**src/shared/hub_seq_pkg.sv**
```systemverilog
// Constants, register map and stage type for the hub mode stage sequencer.
// Assumes a 10 MHz system clock; all times are turned into cycle counts here.
package hub_seq_pkg;

   // ****************************************************************
   // Clock and timing
   // ****************************************************************
   localparam int CLK_HZ = 10_000_000;          // System clock rate.
   localparam int HUB_INIT_MS = 3;              // Init interval, typical.
   localparam int HUB_CONFIG_MS = 400;          // Setup time-out, typical.
   localparam int HUB_CONNECT_US = 1;           // Connect interval, typical.
   localparam int HUB_INIT_CYC = HUB_INIT_MS * (CLK_HZ / 1000);
   localparam int HUB_CONFIG_CYC = HUB_CONFIG_MS * (CLK_HZ / 1000);
   localparam int HUB_CONNECT_CYC = HUB_CONNECT_US * (CLK_HZ / 1_000_000);
   localparam int TIMER_W = 23;                 // Wide enough for the time-out.

   // ****************************************************************
   // Register map (byte addresses)
   // ****************************************************************
   localparam logic [7:0] ADDR_INTERLOCK = 8'h00; // stage_interlock_register.
   localparam logic [7:0] ADDR_SETUP = 8'h04;     // portable_setup_register.
   localparam logic [7:0] ADDR_STATUS = 8'h08;    // Read-only stage status.

   // Field positions.
   localparam int BIT_HOLD_SETUP = 0;           // Interlock: hold in setup.
   localparam int BIT_CONNECT_GO = 1;           // Interlock: connect handshake.
   localparam int BIT_CHG_EN = 0;               // Setup: charger detect enable.
   localparam int BIT_CONN_WAIT = 1;            // Setup: wait in connect.
   localparam int BIT_CHG_DONE = 8;             // Status: detection completed.
   localparam int BIT_CHG_ABORT = 9;            // Status: detection aborted.

   // Defaults held in the internal ROM.
   localparam logic ROM_HOLD_SETUP = 1'b0;
   localparam logic ROM_CHG_EN = 1'b1;
   localparam logic ROM_CONN_WAIT = 1'b0;

   // ****************************************************************
   // Operating mode and hub stages
   // ****************************************************************
   typedef enum logic [2:0] {
      ST_STANDBY, ST_BYPASS, ST_INIT, ST_WAIT_CLK,
      ST_CONFIG, ST_CHG_DET, ST_CONNECT, ST_COMM
   } stage_t;

endpackage

```
**src/rtl/hub_mode_stage_sequencer.sv**
```systemverilog
// Mode and hub stage sequencer with an APB register port.
// Assumes pins arrive asynchronously and an analog charger detector
// answers the run request with a one-cycle done pulse on this clock.
//
// What this block does
// - Two pins choose standby, bypass or hub.
// - Standby powers everything off, loses configuration.
// - Reset pin low: ports off, registers default.
// - Init stage loads ROM defaults.
// - Bypass stops regulator, PLL, core; loses configuration.
// - Hub mode: switch off, stages in order.
// - Init enables regulator, PLL, latches strap pins.
// - Init ends after interval; port ignored.
// - Wait stage proceeds once reference clock active and PLL locked.
// - No clock, detection enabled: run on oscillator.
// - PLL lock aborts oscillator detection, no result.
// - Port ignored in wait-for-clock stage.
// - Clock present and PLL locked at entry skips wait stage.
// - Hold bit low unwritten: advance after time-out.
// - Hold bit high: stay until written low.
// - Detection disabled skips; else run then connect.
// - Connect: pull-up at once or await handshake.
// - Handshake: pull-up on, connect, then communicate.
// - Communication stage: no port; leave by pins.
// - Unwritten registers keep their defaults.
`timescale 1ns/100ps
module hub_mode_stage_sequencer
   import hub_seq_pkg::*;
#(
   parameter logic [TIMER_W-1:0] INIT_CYC = TIMER_W'(HUB_INIT_CYC),
   parameter logic [TIMER_W-1:0] CONFIG_CYC = TIMER_W'(HUB_CONFIG_CYC)
) (
   // Clock and reset.
   input wire logic i_clk_sys,
   input wire logic i_reset_n,
   // Mode pins and analog status, asynchronous.
   input wire logic i_hard_reset_pin_n,
   input wire logic i_pass_select_pin_n,
   input wire logic i_ref_clk_active,
   input wire logic i_pll_locked,
   input wire logic [1:0] i_ref_sel_pins,
   input wire logic [1:0] i_bus_addr_select_pins,
   // Charger detector answer, same clock.
   input wire logic i_chg_det_done,
   // APB slave.
   input wire logic i_psel,
   input wire logic i_penable,
   input wire logic i_pwrite,
   input wire logic [7:0] i_paddr,
   input wire logic [31:0] i_pwdata,
   output logic o_pready,
   output logic o_pslverr,
   output logic [31:0] o_prdata,
   // Power, switch and link controls.
   output logic o_ldo_1v2_en,
   output logic o_pll_run,
   output logic o_core_power_on,
   output logic o_bypass_switch_on,
   output logic o_ports_enable,
   output logic o_upstream_dplus_pin,
   output logic o_chg_det_run,
   output logic o_ring_osc_sel,
   output logic o_rom_load,
   output logic [2:0] o_stage
);

   // ****************************************************************
   // Pin synchronisers
   // ****************************************************************
   logic [7:0] sync1_reg; // First stage, read only by the second.
   logic [7:0] sync2_reg; // Settled copies.
   logic rst_pin_n, pass_pin_n, ref_act, pll_lk;

   // Two flops on every asynchronous input before logic reads it.
   always_ff @(posedge i_clk_sys) begin
      if (!i_reset_n) begin
         sync1_reg <= 8'h00;
         sync2_reg <= 8'h00;
      end else begin
         sync1_reg <= {i_bus_addr_select_pins, i_ref_sel_pins, i_pll_locked,
                       i_ref_clk_active, i_pass_select_pin_n, i_hard_reset_pin_n};
         sync2_reg <= sync1_reg;
      end
   end
   assign rst_pin_n = sync2_reg[0];
   assign pass_pin_n = sync2_reg[1];
   assign ref_act = sync2_reg[2];
   assign pll_lk = sync2_reg[3];

   // ****************************************************************
   // Stage state
   // ****************************************************************
   stage_t stage_reg;              // Current mode or hub stage.
   logic [TIMER_W-1:0] timer_reg;  // Cycles spent in the timed stage.
   logic hold_reg, go_reg;         // Interlock fields.
   logic chg_en_reg, wait_en_reg;  // Setup fields.
   logic hold_seen_reg;            // Hold bit was high during setup.
   logic clk_early_reg;            // Clock active in the last cycle of init.
   logic chg_done_reg, chg_abort_reg;
   logic pullup_reg;
   logic [3:0] straps_reg;         // Latched select pins.
   logic hub_sel, port_open, acc, wr;

   // Mode from the two pins: reset low is standby, then pass low is bypass.
   assign hub_sel = rst_pin_n && pass_pin_n;

   // The port is served only while configuring or awaiting the handshake.
   assign port_open = (stage_reg == ST_CONFIG) || (stage_reg == ST_CONNECT);
   assign acc = i_psel && i_penable;
   assign wr = acc && i_pwrite && port_open;

   // Mode selection and hub stage progression.
   always_ff @(posedge i_clk_sys) begin
      if (!i_reset_n) begin
         stage_reg <= ST_STANDBY;
         timer_reg <= '0;
      end else if (!rst_pin_n) begin
         stage_reg <= ST_STANDBY;
         timer_reg <= '0;
      end else if (!pass_pin_n) begin
         stage_reg <= ST_BYPASS;
         timer_reg <= '0;
      end else begin
         timer_reg <= timer_reg + 1'b1;
         unique case (stage_reg)
            // Entering hub mode always starts with init.
            ST_STANDBY, ST_BYPASS: begin
               stage_reg <= ST_INIT;
               timer_reg <= '0;
            end
            // Init leaves on its own after the interval.
            ST_INIT: begin
               if (timer_reg >= INIT_CYC - 1'b1) begin
                  stage_reg <= (clk_early_reg && pll_lk) ? ST_CONFIG : ST_WAIT_CLK;
                  timer_reg <= '0;
               end
            end
            // Wait for an active reference clock and PLL lock.
            ST_WAIT_CLK: begin
               if (ref_act && pll_lk) begin
                  stage_reg <= ST_CONFIG;
                  timer_reg <= '0;
               end
            end
            // Time-out applies only while hold has never been high.
            ST_CONFIG: begin
               if (!hold_reg && (hold_seen_reg || timer_reg >= CONFIG_CYC - 1'b1)) begin
                  stage_reg <= ST_CHG_DET;
                  timer_reg <= '0;
               end
            end
            // Skip when disabled, else wait for the detector.
            ST_CHG_DET: begin
               if (!chg_en_reg || i_chg_det_done) begin
                  stage_reg <= ST_CONNECT;
                  timer_reg <= '0;
               end
            end
            // Hold the count at zero until the pull-up is on.
            ST_CONNECT: begin
               if (!pullup_reg) begin
                  timer_reg <= '0;
               end else if (timer_reg >= TIMER_W'(HUB_CONNECT_CYC) - 1'b1) begin
                  stage_reg <= ST_COMM;
               end
            end
            // Only the mode pins end communication.
            ST_COMM: begin
               timer_reg <= '0;
            end
         endcase
      end
   end

   // ****************************************************************
   // Registers reachable over the port
   // ****************************************************************
   // Outside hub mode and during init everything returns to ROM defaults.
   always_ff @(posedge i_clk_sys) begin
      if (!i_reset_n) begin
         hold_reg <= ROM_HOLD_SETUP;
         go_reg <= 1'b0;
         chg_en_reg <= ROM_CHG_EN;
         wait_en_reg <= ROM_CONN_WAIT;
      end else if (!hub_sel || stage_reg == ST_INIT) begin
         hold_reg <= ROM_HOLD_SETUP;
         go_reg <= 1'b0;
         chg_en_reg <= ROM_CHG_EN;
         wait_en_reg <= ROM_CONN_WAIT;
      end else if (wr && i_paddr == ADDR_INTERLOCK) begin
         hold_reg <= i_pwdata[BIT_HOLD_SETUP];
         go_reg <= i_pwdata[BIT_CONNECT_GO] && stage_reg == ST_CONNECT;
      end else if (wr && i_paddr == ADDR_SETUP) begin
         chg_en_reg <= i_pwdata[BIT_CHG_EN];
         wait_en_reg <= i_pwdata[BIT_CONN_WAIT];
      end
   end

   // Hold bit history and pull-up, both cleared outside the hub stages.
   always_ff @(posedge i_clk_sys) begin
      if (!i_reset_n || !hub_sel) begin
         hold_seen_reg <= 1'b0;
         pullup_reg <= 1'b0;
      end else begin
         if (stage_reg == ST_CONFIG && hold_reg)
            hold_seen_reg <= 1'b1;
         if (stage_reg == ST_CONNECT && (go_reg || !wait_en_reg))
            pullup_reg <= 1'b1;
      end
   end

   // Straps and the early clock check are caught during init.
   always_ff @(posedge i_clk_sys) begin
      if (!i_reset_n) begin
         straps_reg <= 4'h0;
         clk_early_reg <= 1'b0;
      end else if (stage_reg == ST_INIT) begin
         straps_reg <= sync2_reg[7:4];
         clk_early_reg <= ref_act;
      end
   end

   // Oscillator-clocked detection while the reference clock is missing.
   always_ff @(posedge i_clk_sys) begin
      if (!i_reset_n || !hub_sel || stage_reg == ST_INIT) begin
         chg_done_reg <= 1'b0;
         chg_abort_reg <= 1'b0;
      end else if (o_ring_osc_sel && pll_lk) begin
         chg_abort_reg <= 1'b1;
      end else if (o_chg_det_run && i_chg_det_done) begin
         chg_done_reg <= 1'b1;
      end
   end

   // ****************************************************************
   // APB answer
   // ****************************************************************
   logic [31:0] rd_data;
   always_comb begin
      rd_data = 32'h0000_0000;
      unique case (i_paddr)
         ADDR_INTERLOCK: rd_data[BIT_HOLD_SETUP] = hold_reg;
         ADDR_SETUP: rd_data = {30'h0, wait_en_reg, chg_en_reg};
         ADDR_STATUS: rd_data = {22'h0, chg_abort_reg, chg_done_reg, straps_reg,
                                 1'b0, stage_reg};
         default: rd_data = 32'h0000_0000;
      endcase
   end

   // Read data is captured in the setup cycle; blocked reads return zero.
   always_ff @(posedge i_clk_sys) begin
      if (!i_reset_n) begin
         o_prdata <= 32'h0000_0000;
         o_pslverr <= 1'b0;
      end else if (i_psel && !i_penable) begin
         o_prdata <= port_open ? rd_data : 32'h0000_0000;
         o_pslverr <= !port_open || (i_paddr != ADDR_INTERLOCK &&
                      i_paddr != ADDR_SETUP && i_paddr != ADDR_STATUS);
      end
   end
   assign o_pready = 1'b1; // Zero wait states.

   // ****************************************************************
   // Power, switch and link outputs
   // ****************************************************************
   logic in_hub;
   assign in_hub = stage_reg != ST_STANDBY && stage_reg != ST_BYPASS;
   assign o_ldo_1v2_en = in_hub;
   assign o_pll_run = in_hub;
   assign o_core_power_on = in_hub;
   assign o_bypass_switch_on = stage_reg == ST_BYPASS;
   assign o_ports_enable = stage_reg == ST_COMM;
   assign o_upstream_dplus_pin = pullup_reg;
   assign o_ring_osc_sel = stage_reg == ST_WAIT_CLK && !ref_act && chg_en_reg
                           && !chg_abort_reg && !chg_done_reg;
   assign o_chg_det_run = o_ring_osc_sel || (stage_reg == ST_CHG_DET && chg_en_reg);
   assign o_rom_load = stage_reg == ST_INIT;
   assign o_stage = stage_reg;
endmodule // hub_mode_stage_sequencer

```
**config.mk**
```make
export PLATFORM = sky130hd
export DESIGN_NAME = hub_mode_stage_sequencer
export DESIGN_NICKNAME = d
export VERILOG_FILES = /design/src/shared/hub_seq_pkg.sv /design/src/rtl/hub_mode_stage_sequencer.sv
export SDC_FILE = /design/constraint.sdc
export NUM_CORES = 1
export LEC_CHECK = 0
export ABC_CLOCK_PERIOD_IN_PS = 2400
export BUFFER_PORTS_ARGS = -buffer_cell sky130_fd_sc_hd__buf_2
export CAP_MARGIN = 0
export CORE_UTILIZATION = 51
export CTS_BUF_LIST = sky130_fd_sc_hd__clkbuf_4 sky130_fd_sc_hd__clkbuf_8 sky130_fd_sc_hd__clkbuf_16
export CTS_CLUSTER_DIAMETER = 50
export DETAILED_ROUTE_END_ITERATION = 8
export PLACE_DENSITY = 0.9
export SLEW_MARGIN = 5
export SYNTH_ARGS = -nofsm -noshare
export SYNTH_HDL_FRONTEND = slang
export SYNTH_SLANG_ARGS = --single-unit
```
**constraint.sdc**
```tcl
create_clock -name i_clk_sys -period 2.4 [get_ports i_clk_sys]
set_input_delay 0.24 -clock i_clk_sys [delete_from_list [all_inputs] [get_ports i_clk_sys]]
set_output_delay 0.24 -clock i_clk_sys [all_outputs]
set_load 0.005 [all_outputs]
```
**Word-level counts from Yosys, hierarchy flattened**

Index checks and enable logic that the tools add are counted.
W data, S select, Z words.

- $add $sub $neg: 1
- $mul: 0
- Divide/modulo/power cells: 0
- $lt $le $gt $ge: 3
- Equality and inequality tests: 25
- Shifts and indexed selects: 0
- Muxes and demuxes: 18
- Bitwise operators: 3
- Reductions and logical operators: 56

Operators by type and width:

| cell | count |
|---|---|
| $pmux W23 S6 | 1 |
| $mux W23 | 5 |
| $mux W32 | 1 |
| $add A23 B1 Y23 const B | 1 |
| $ge A23 B15 Y1 const B | 1 |
| $ge A23 B22 Y1 const B | 1 |
| $ge A23 B4 Y1 const B | 1 |
| $logic_and A1 B1 Y1 | 23 |
| $mux W3 | 7 |
| $pmux W3 S6 | 1 |
| $pmux W9 S2 | 1 |
| $reduce_and A7 Y1 | 2 |
| $eq A3 B3 Y1 const B | 4 |
| $ne A3 B3 Y1 const B | 4 |
| $logic_not A1 Y1 | 10 |
| $logic_or A1 B1 Y1 | 9 |
| $eq A8 B3 Y1 const B | 1 |
| $eq A8 B4 Y1 const B | 1 |
| $logic_not A8 Y1 | 1 |
| $ne A2 B2 Y1 const B | 4 |
| $ne A8 B3 Y1 const B | 1 |
| $ne A8 B4 Y1 const B | 1 |
| $reduce_bool A8 Y1 | 1 |
| $ne A7 B2 Y1 const B | 1 |
| other kinds (15) | 23 |

- Flip-flop bits (word level): 88
- Bits in latches: 0
- Bits in writable memories: 0
- ROM bits: 0
- Bits of input ports: 54
- Output and inout port bits: 46
- Word-level logic and storage cells: 123
- Memories kept: 0

**Longest topological paths before layout**

- Depth after elaboration: 8
- Gate-level depth with buffers: 9
- Depth with buffers taken out: 8

**Worst setup path before layout**

No wires, ideal clock.

- Path kind: register -> register
- Start point: register timer_reg[0]
- End point: register timer_reg[3]
- Library setup time: 119 ps
- Data arrival time: 1739 ps
- Required time: 2281 ps
- Setup slack: 542 ps
- Cell stages (with the launch flop): 10
- Buffers on the path: 2
- Clock period less this slack: 1858 ps
- Cell sequence: dfxtp_1 -> ha_1 -> and3_1 -> buf_2 -> a221oi_1 -> nor3_2 -> o21ai_2 -> o21ai_2 -> buf_6 -> nor2_4

- Word-level cells in the longest chain between the ends: 5
- Elaborated cells between the ends (all ways): 11
- Classes of those cells: 1 x add/sub; 2 x order compare; 6 x mux; 2 x reduce/logical

RTL lines:

| element | RTL line | text |
|---|---|---|
| start: declaration | hub_mode_stage_sequencer.sv:94 | `logic [TIMER_W-1:0] timer_reg;` |
| start signal: assignment | hub_mode_stage_sequencer.sv:124 | `timer_reg <= timer_reg + 1'b1;` |
| $ge A23 B22 Y1 | hub_mode_stage_sequencer.sv:147 | `if (!hold_reg && (hold_seen_reg \|\| timer_reg >= CONFIG_CYC - 1'b1)) begin` |
| $logic_or A1 B1 Y1 | hub_mode_stage_sequencer.sv:147 |  |
| $logic_and A1 B1 Y1 | hub_mode_stage_sequencer.sv:147 |  |
| $mux W23 | hub_mode_stage_sequencer.sv:147 |  |
| $pmux W23 S6 * | hub_mode_stage_sequencer.sv:125 | `unique case (stage_reg)` |

Mark *: on every way between the ends. The rest lies on a longest branch, timed or not.
A chain may end at the register's enable or synchronous reset.

**Worst setup path in the final report**

- Start point: register timer_reg[0]
- End point: register stage_reg[0], in the netlist o_stage[0]

- Word-level cells in the longest chain between the ends: 5
- Elaborated cells between the ends (all ways): 9
- Classes of those cells: 3 x order compare; 3 x eq/ne; 3 x reduce/logical

RTL lines:

| element | RTL line | text |
|---|---|---|
| $ge A23 B22 Y1 | hub_mode_stage_sequencer.sv:147 |  |
| $logic_or A1 B1 Y1 | hub_mode_stage_sequencer.sv:147 |  |
| $logic_and A1 B1 Y1 | hub_mode_stage_sequencer.sv:147 |  |
| $ne A3 B2 Y1 (no source line) | -- |  |
| $reduce_and A7 Y1 (no source line) * | -- |  |
| end signal: assignment | hub_mode_stage_sequencer.sv:134 | `stage_reg <= (clk_early_reg && pll_lk) ? ST_CONFIG : ST_WAIT_CLK;` |
| end: declaration | hub_mode_stage_sequencer.sv:93 | `stage_t stage_reg;` |

Marks and branches as above.

==> key figures <==
Placed design
  • Post-DP HPWL: 4300 um
  • Final GP Congestion: 0.849
  • Pre-CTS worst setup slack: 0.378 ns
  • Placed cell count: 452
  • Port bufs: 45

Timing
  • Slew margin rel.: 60.6%
  • Sum Neg Setup Slack: 0 ns
  • Period minus WS final: 2.12 ns
  • Least-Margin Pin Slew: 0.589 ns
  • Fmax: 0.471 GHz
  • Final Cycle Share: 88.4%
  • Setup ws final: 0.279 ns
  • Unrepaired setup endpoints after global routing: false
  • Final hold violation count: 0
  • Slew Viols, Final: 0
  • Final setup fails: 0
  • Clock skew: 0.00828 ns

Worst setup path
  • Critical R2R Capture: o_stage[0]$_SDFFE_PN0P_
  • CP endpoint kind: flip-flop
  • Critical R2R Launch: timer_reg[0]$_SDFF_PN0_
  • Critical Path Source Type: flip-flop
  • Worst R2R Setup Slack: 0.28 ns
  • FF-to-FF path depth: 7
  • Crit path kind: reg -> reg
  • Worst EP arrival: 2.39 ns
  • Max FO, Critical Path: 7
  • Critical Path RT: 2.67 ns

Run status
  • Outcome: complete, no violations

Final layout
  • Final #Nets: 444
  • Area of the multi-input gates: 1610 um2
  • Register area: 1300 um2
  • Area added between synthesis and finish: 11.3%
  • # diodes: 0
  • Layout cells sized above 1: 26.2%
  • Largest register FFs: 23
  • Fillers: 520
  • Fin cells: 468
  • Fin util: 59.1%

Routing
  • Residual DRC: 0
  • DR WL/cell: 13.0 um
  • Antenna-violating nets left: 0
  • DR iter-0 viols: 127
  • Total number of vias: 2411
  • Total length of routed wires: 6070 um
  • First-pass iteration count of the detailed router: 4
  • Vias per cell: 5.15

Synthesis
  • Async SR Flop Fraction: 0%
  • Mapped cell area: 3140 um2
  • Compound-gate portion of the synthesized area: 10.2%
  • Post-Synth XOR/XNOR Area: 5.85%
  • Synth top area share: 41.4%
  • Mapped Cells: 345
  • Post-synthesis sequential area ratio: 41.4%
  • Synth Area in Simple Gates: 28.9%
  • Adder-cell area share of the yosys netlist: 0.796%
  • Yosys reg bits: 65
  • Synth area leader: dfxtp_1
  • Post-synth cell types: 61
  • Largest family of logic cells by synthesized area: simple AND/OR/NAND/NOR gates
  • Top post-synthesis cells by area: dfxtp_1, buf_4, nor2_2
  • Syn. warnings: 0
  • Average size of a mapped cell: 9.11 um2
  • EDFF count, synth: 0
  • Most common flop cell mapped by yosys: dfxtp_1
  • Post-synthesis mux area share: 2.59%

Global routing
  • Gr ovfl total: 0
  • Largest net degree at the start of global routing: 32
  • Vias in the first global route: 2155
  • Initial antenna violation count: 0
  • All-Layer GR Usage: 20.4%
  • First-pass GRT wire length: 10000 um

Hold path
  • Hold depth: 2
  • Hold Path Class: in -> reg
  • Hold path endpoint: sync1_reg[5]$_SDFF_PN0_
  • Hold_sp: i_ref_sel_pins[1]

CTS
  • Number of clock sinks: 65
  • Worst-Skew Late Latency: 0.34 ns
  • Total CTS buffers: 9
  • CTS HTree Levels: 3
  • Post-CTS sizing: 0
  • Root buf cell: clkbuf_8
  • Clock tree buffer depth: 2
  • CTS tree: done
  • Hold_buf cts: 0
  • Setup bufs post-CTS: 0
  • Clk slew on worst S/H paths: 0.08 ns

Floorplan
  • Die ar.: 6480 um2
  • Core Region: 5920 um2
  • Die Height: 80.5 um
  • Rows: 28
  • Top-Level Pins: 100
  • Initial Util: 53.1%
  • Die width: 80.5 um

Pwr
  • Total power: 2110 uW
  • Static Leak: 0.00134 uW
  • Power per cell area: 602 nW/um2
  • Peak supply drop: 0.454 mV

Job
  • Maxcap violations: 0
==> power breakdown <==
group | total, uW | internal (uW) | switching, uW
combinational | 65.1 | 30.9 | 34.2
sequential | 1100 | 1090 | 6.46
clock | 942 | 490 | 452
==> worst max-delay path, cell delays in order (launching register included) <==
cell	delay [ns]
dfxtp_1	0.47
ha_1	0.25
and3_1	0.29
a221oi_1	0.15
nor3_2	0.29
o21ai_2	0.14
or3_1	0.38
o211ai_1	0.09
==> cells by family after synthesis <==
kind of cell	Yosys count
other	2
adders and majority gates	2
xor gates and xnor gates	21
muxes	8
and+or+nand+nor	158
buffers and inverters	45
DFF	65
AOI/OAI and AO/OA	44
==> cells in the mapped netlist (6+ instances only) <==
master	n
nand2_1	19
nand2b_1	7
xnor2_1	12
nor2_1	28
nor2b_1	14
and2_1	18
inv_1	6
nor3_1	6
nand4_1	8
nand3_1	12
nor2_2	20
dfxtp_1	65
buf_4	26
xor2_1	9
a21oi_1	11
mux2i_1	7
a22oi_1	6
==> worst max-delay path by stage <==
| stage | cells past startpoint | endpoint | from | slack, ns |
|---|---|---|---|---|
| 2_1_floorplan | 9 | timer_reg[3]$_SDFF_PN0_ | timer_reg[0]$_SDFF_PN0_ | 0.54 |
| 3_3_place_gp | 8 | timer_reg[22]$_SDFF_PN0_ | timer_reg[0]$_SDFF_PN0_ | 0.42 |
| 3_5_place_dp | 7 | o_stage[0]$_SDFFE_PN0P_ | timer_reg[0]$_SDFF_PN0_ | 0.38 |
| 4_1_cts | 7 | o_stage[0]$_SDFFE_PN0P_ | timer_reg[0]$_SDFF_PN0_ | 0.32 |
| 5_1_grt | 6 | timer_reg[17]$_SDFF_PN0_ | timer_reg[4]$_SDFF_PN0_ | 0.15 |
| 6_report | 7 | o_stage[0]$_SDFFE_PN0P_ | timer_reg[0]$_SDFF_PN0_ | 0.28 |
==> final cells by class <==
class	count	share of cell area (%)
clock buffers	9	3.54
clock inverters	7	2.22
inverters	6	0.644
multi-input cells	257	46.0
flip-flops and latches	65	37.2
well taps	75	2.68
repair buffers	49	7.66
==> routing by layer <==
layer / wire, um / vias up / part of all wire [%] / global-route usage [%]
met1: 2590 / 1119 / 43 / 24.2
met2: 3070 / 68 / 51 / 33.6
met3: 341 / 10 / 5.6 / 7.95
li1: - / 1214 / - / -
met4: 70 / 0 / 1.2 / 6.43
met5: 0 / - / 0 / 0
==> layout by cell type (no fill, tap or decap), types with 3 or more instances in the layout <==
| master | instances |
|---|---|
| dfxtp_1 | 65 |
| buf_2 | 45 |
| nor2_1 | 28 |
| conb_1 | 24 |
| nor2_2 | 20 |
| nand2_1 | 19 |
| and2_1 | 18 |
| nor2b_1 | 14 |
| nand3_1 | 12 |
| xnor2_1 | 12 |
| a21oi_1 | 11 |
| xor2_1 | 9 |
| clkbuf_8 | 9 |
| nand4_1 | 8 |
| nand2b_1 | 7 |
| mux2i_1 | 7 |
| inv_1 | 6 |
| nor3_1 | 6 |
| a22oi_1 | 6 |
| or4_1 | 4 |
| and3_1 | 4 |
| o21ai_0 | 3 |
| o21ai_2 | 3 |
| inv_6 | 3 |
| buf_4 | 3 |
==> per-stage QoR <==
stage	instance area (um2)	hold WS, ns
global route	3500	0.0800
floorplan	3220	0.367
finish	3500	0.0926
CTS	3500	0.0804
global placement	3300	0.415
detailed placement	3300	0.420
Power figures use the tool's default switching activity.
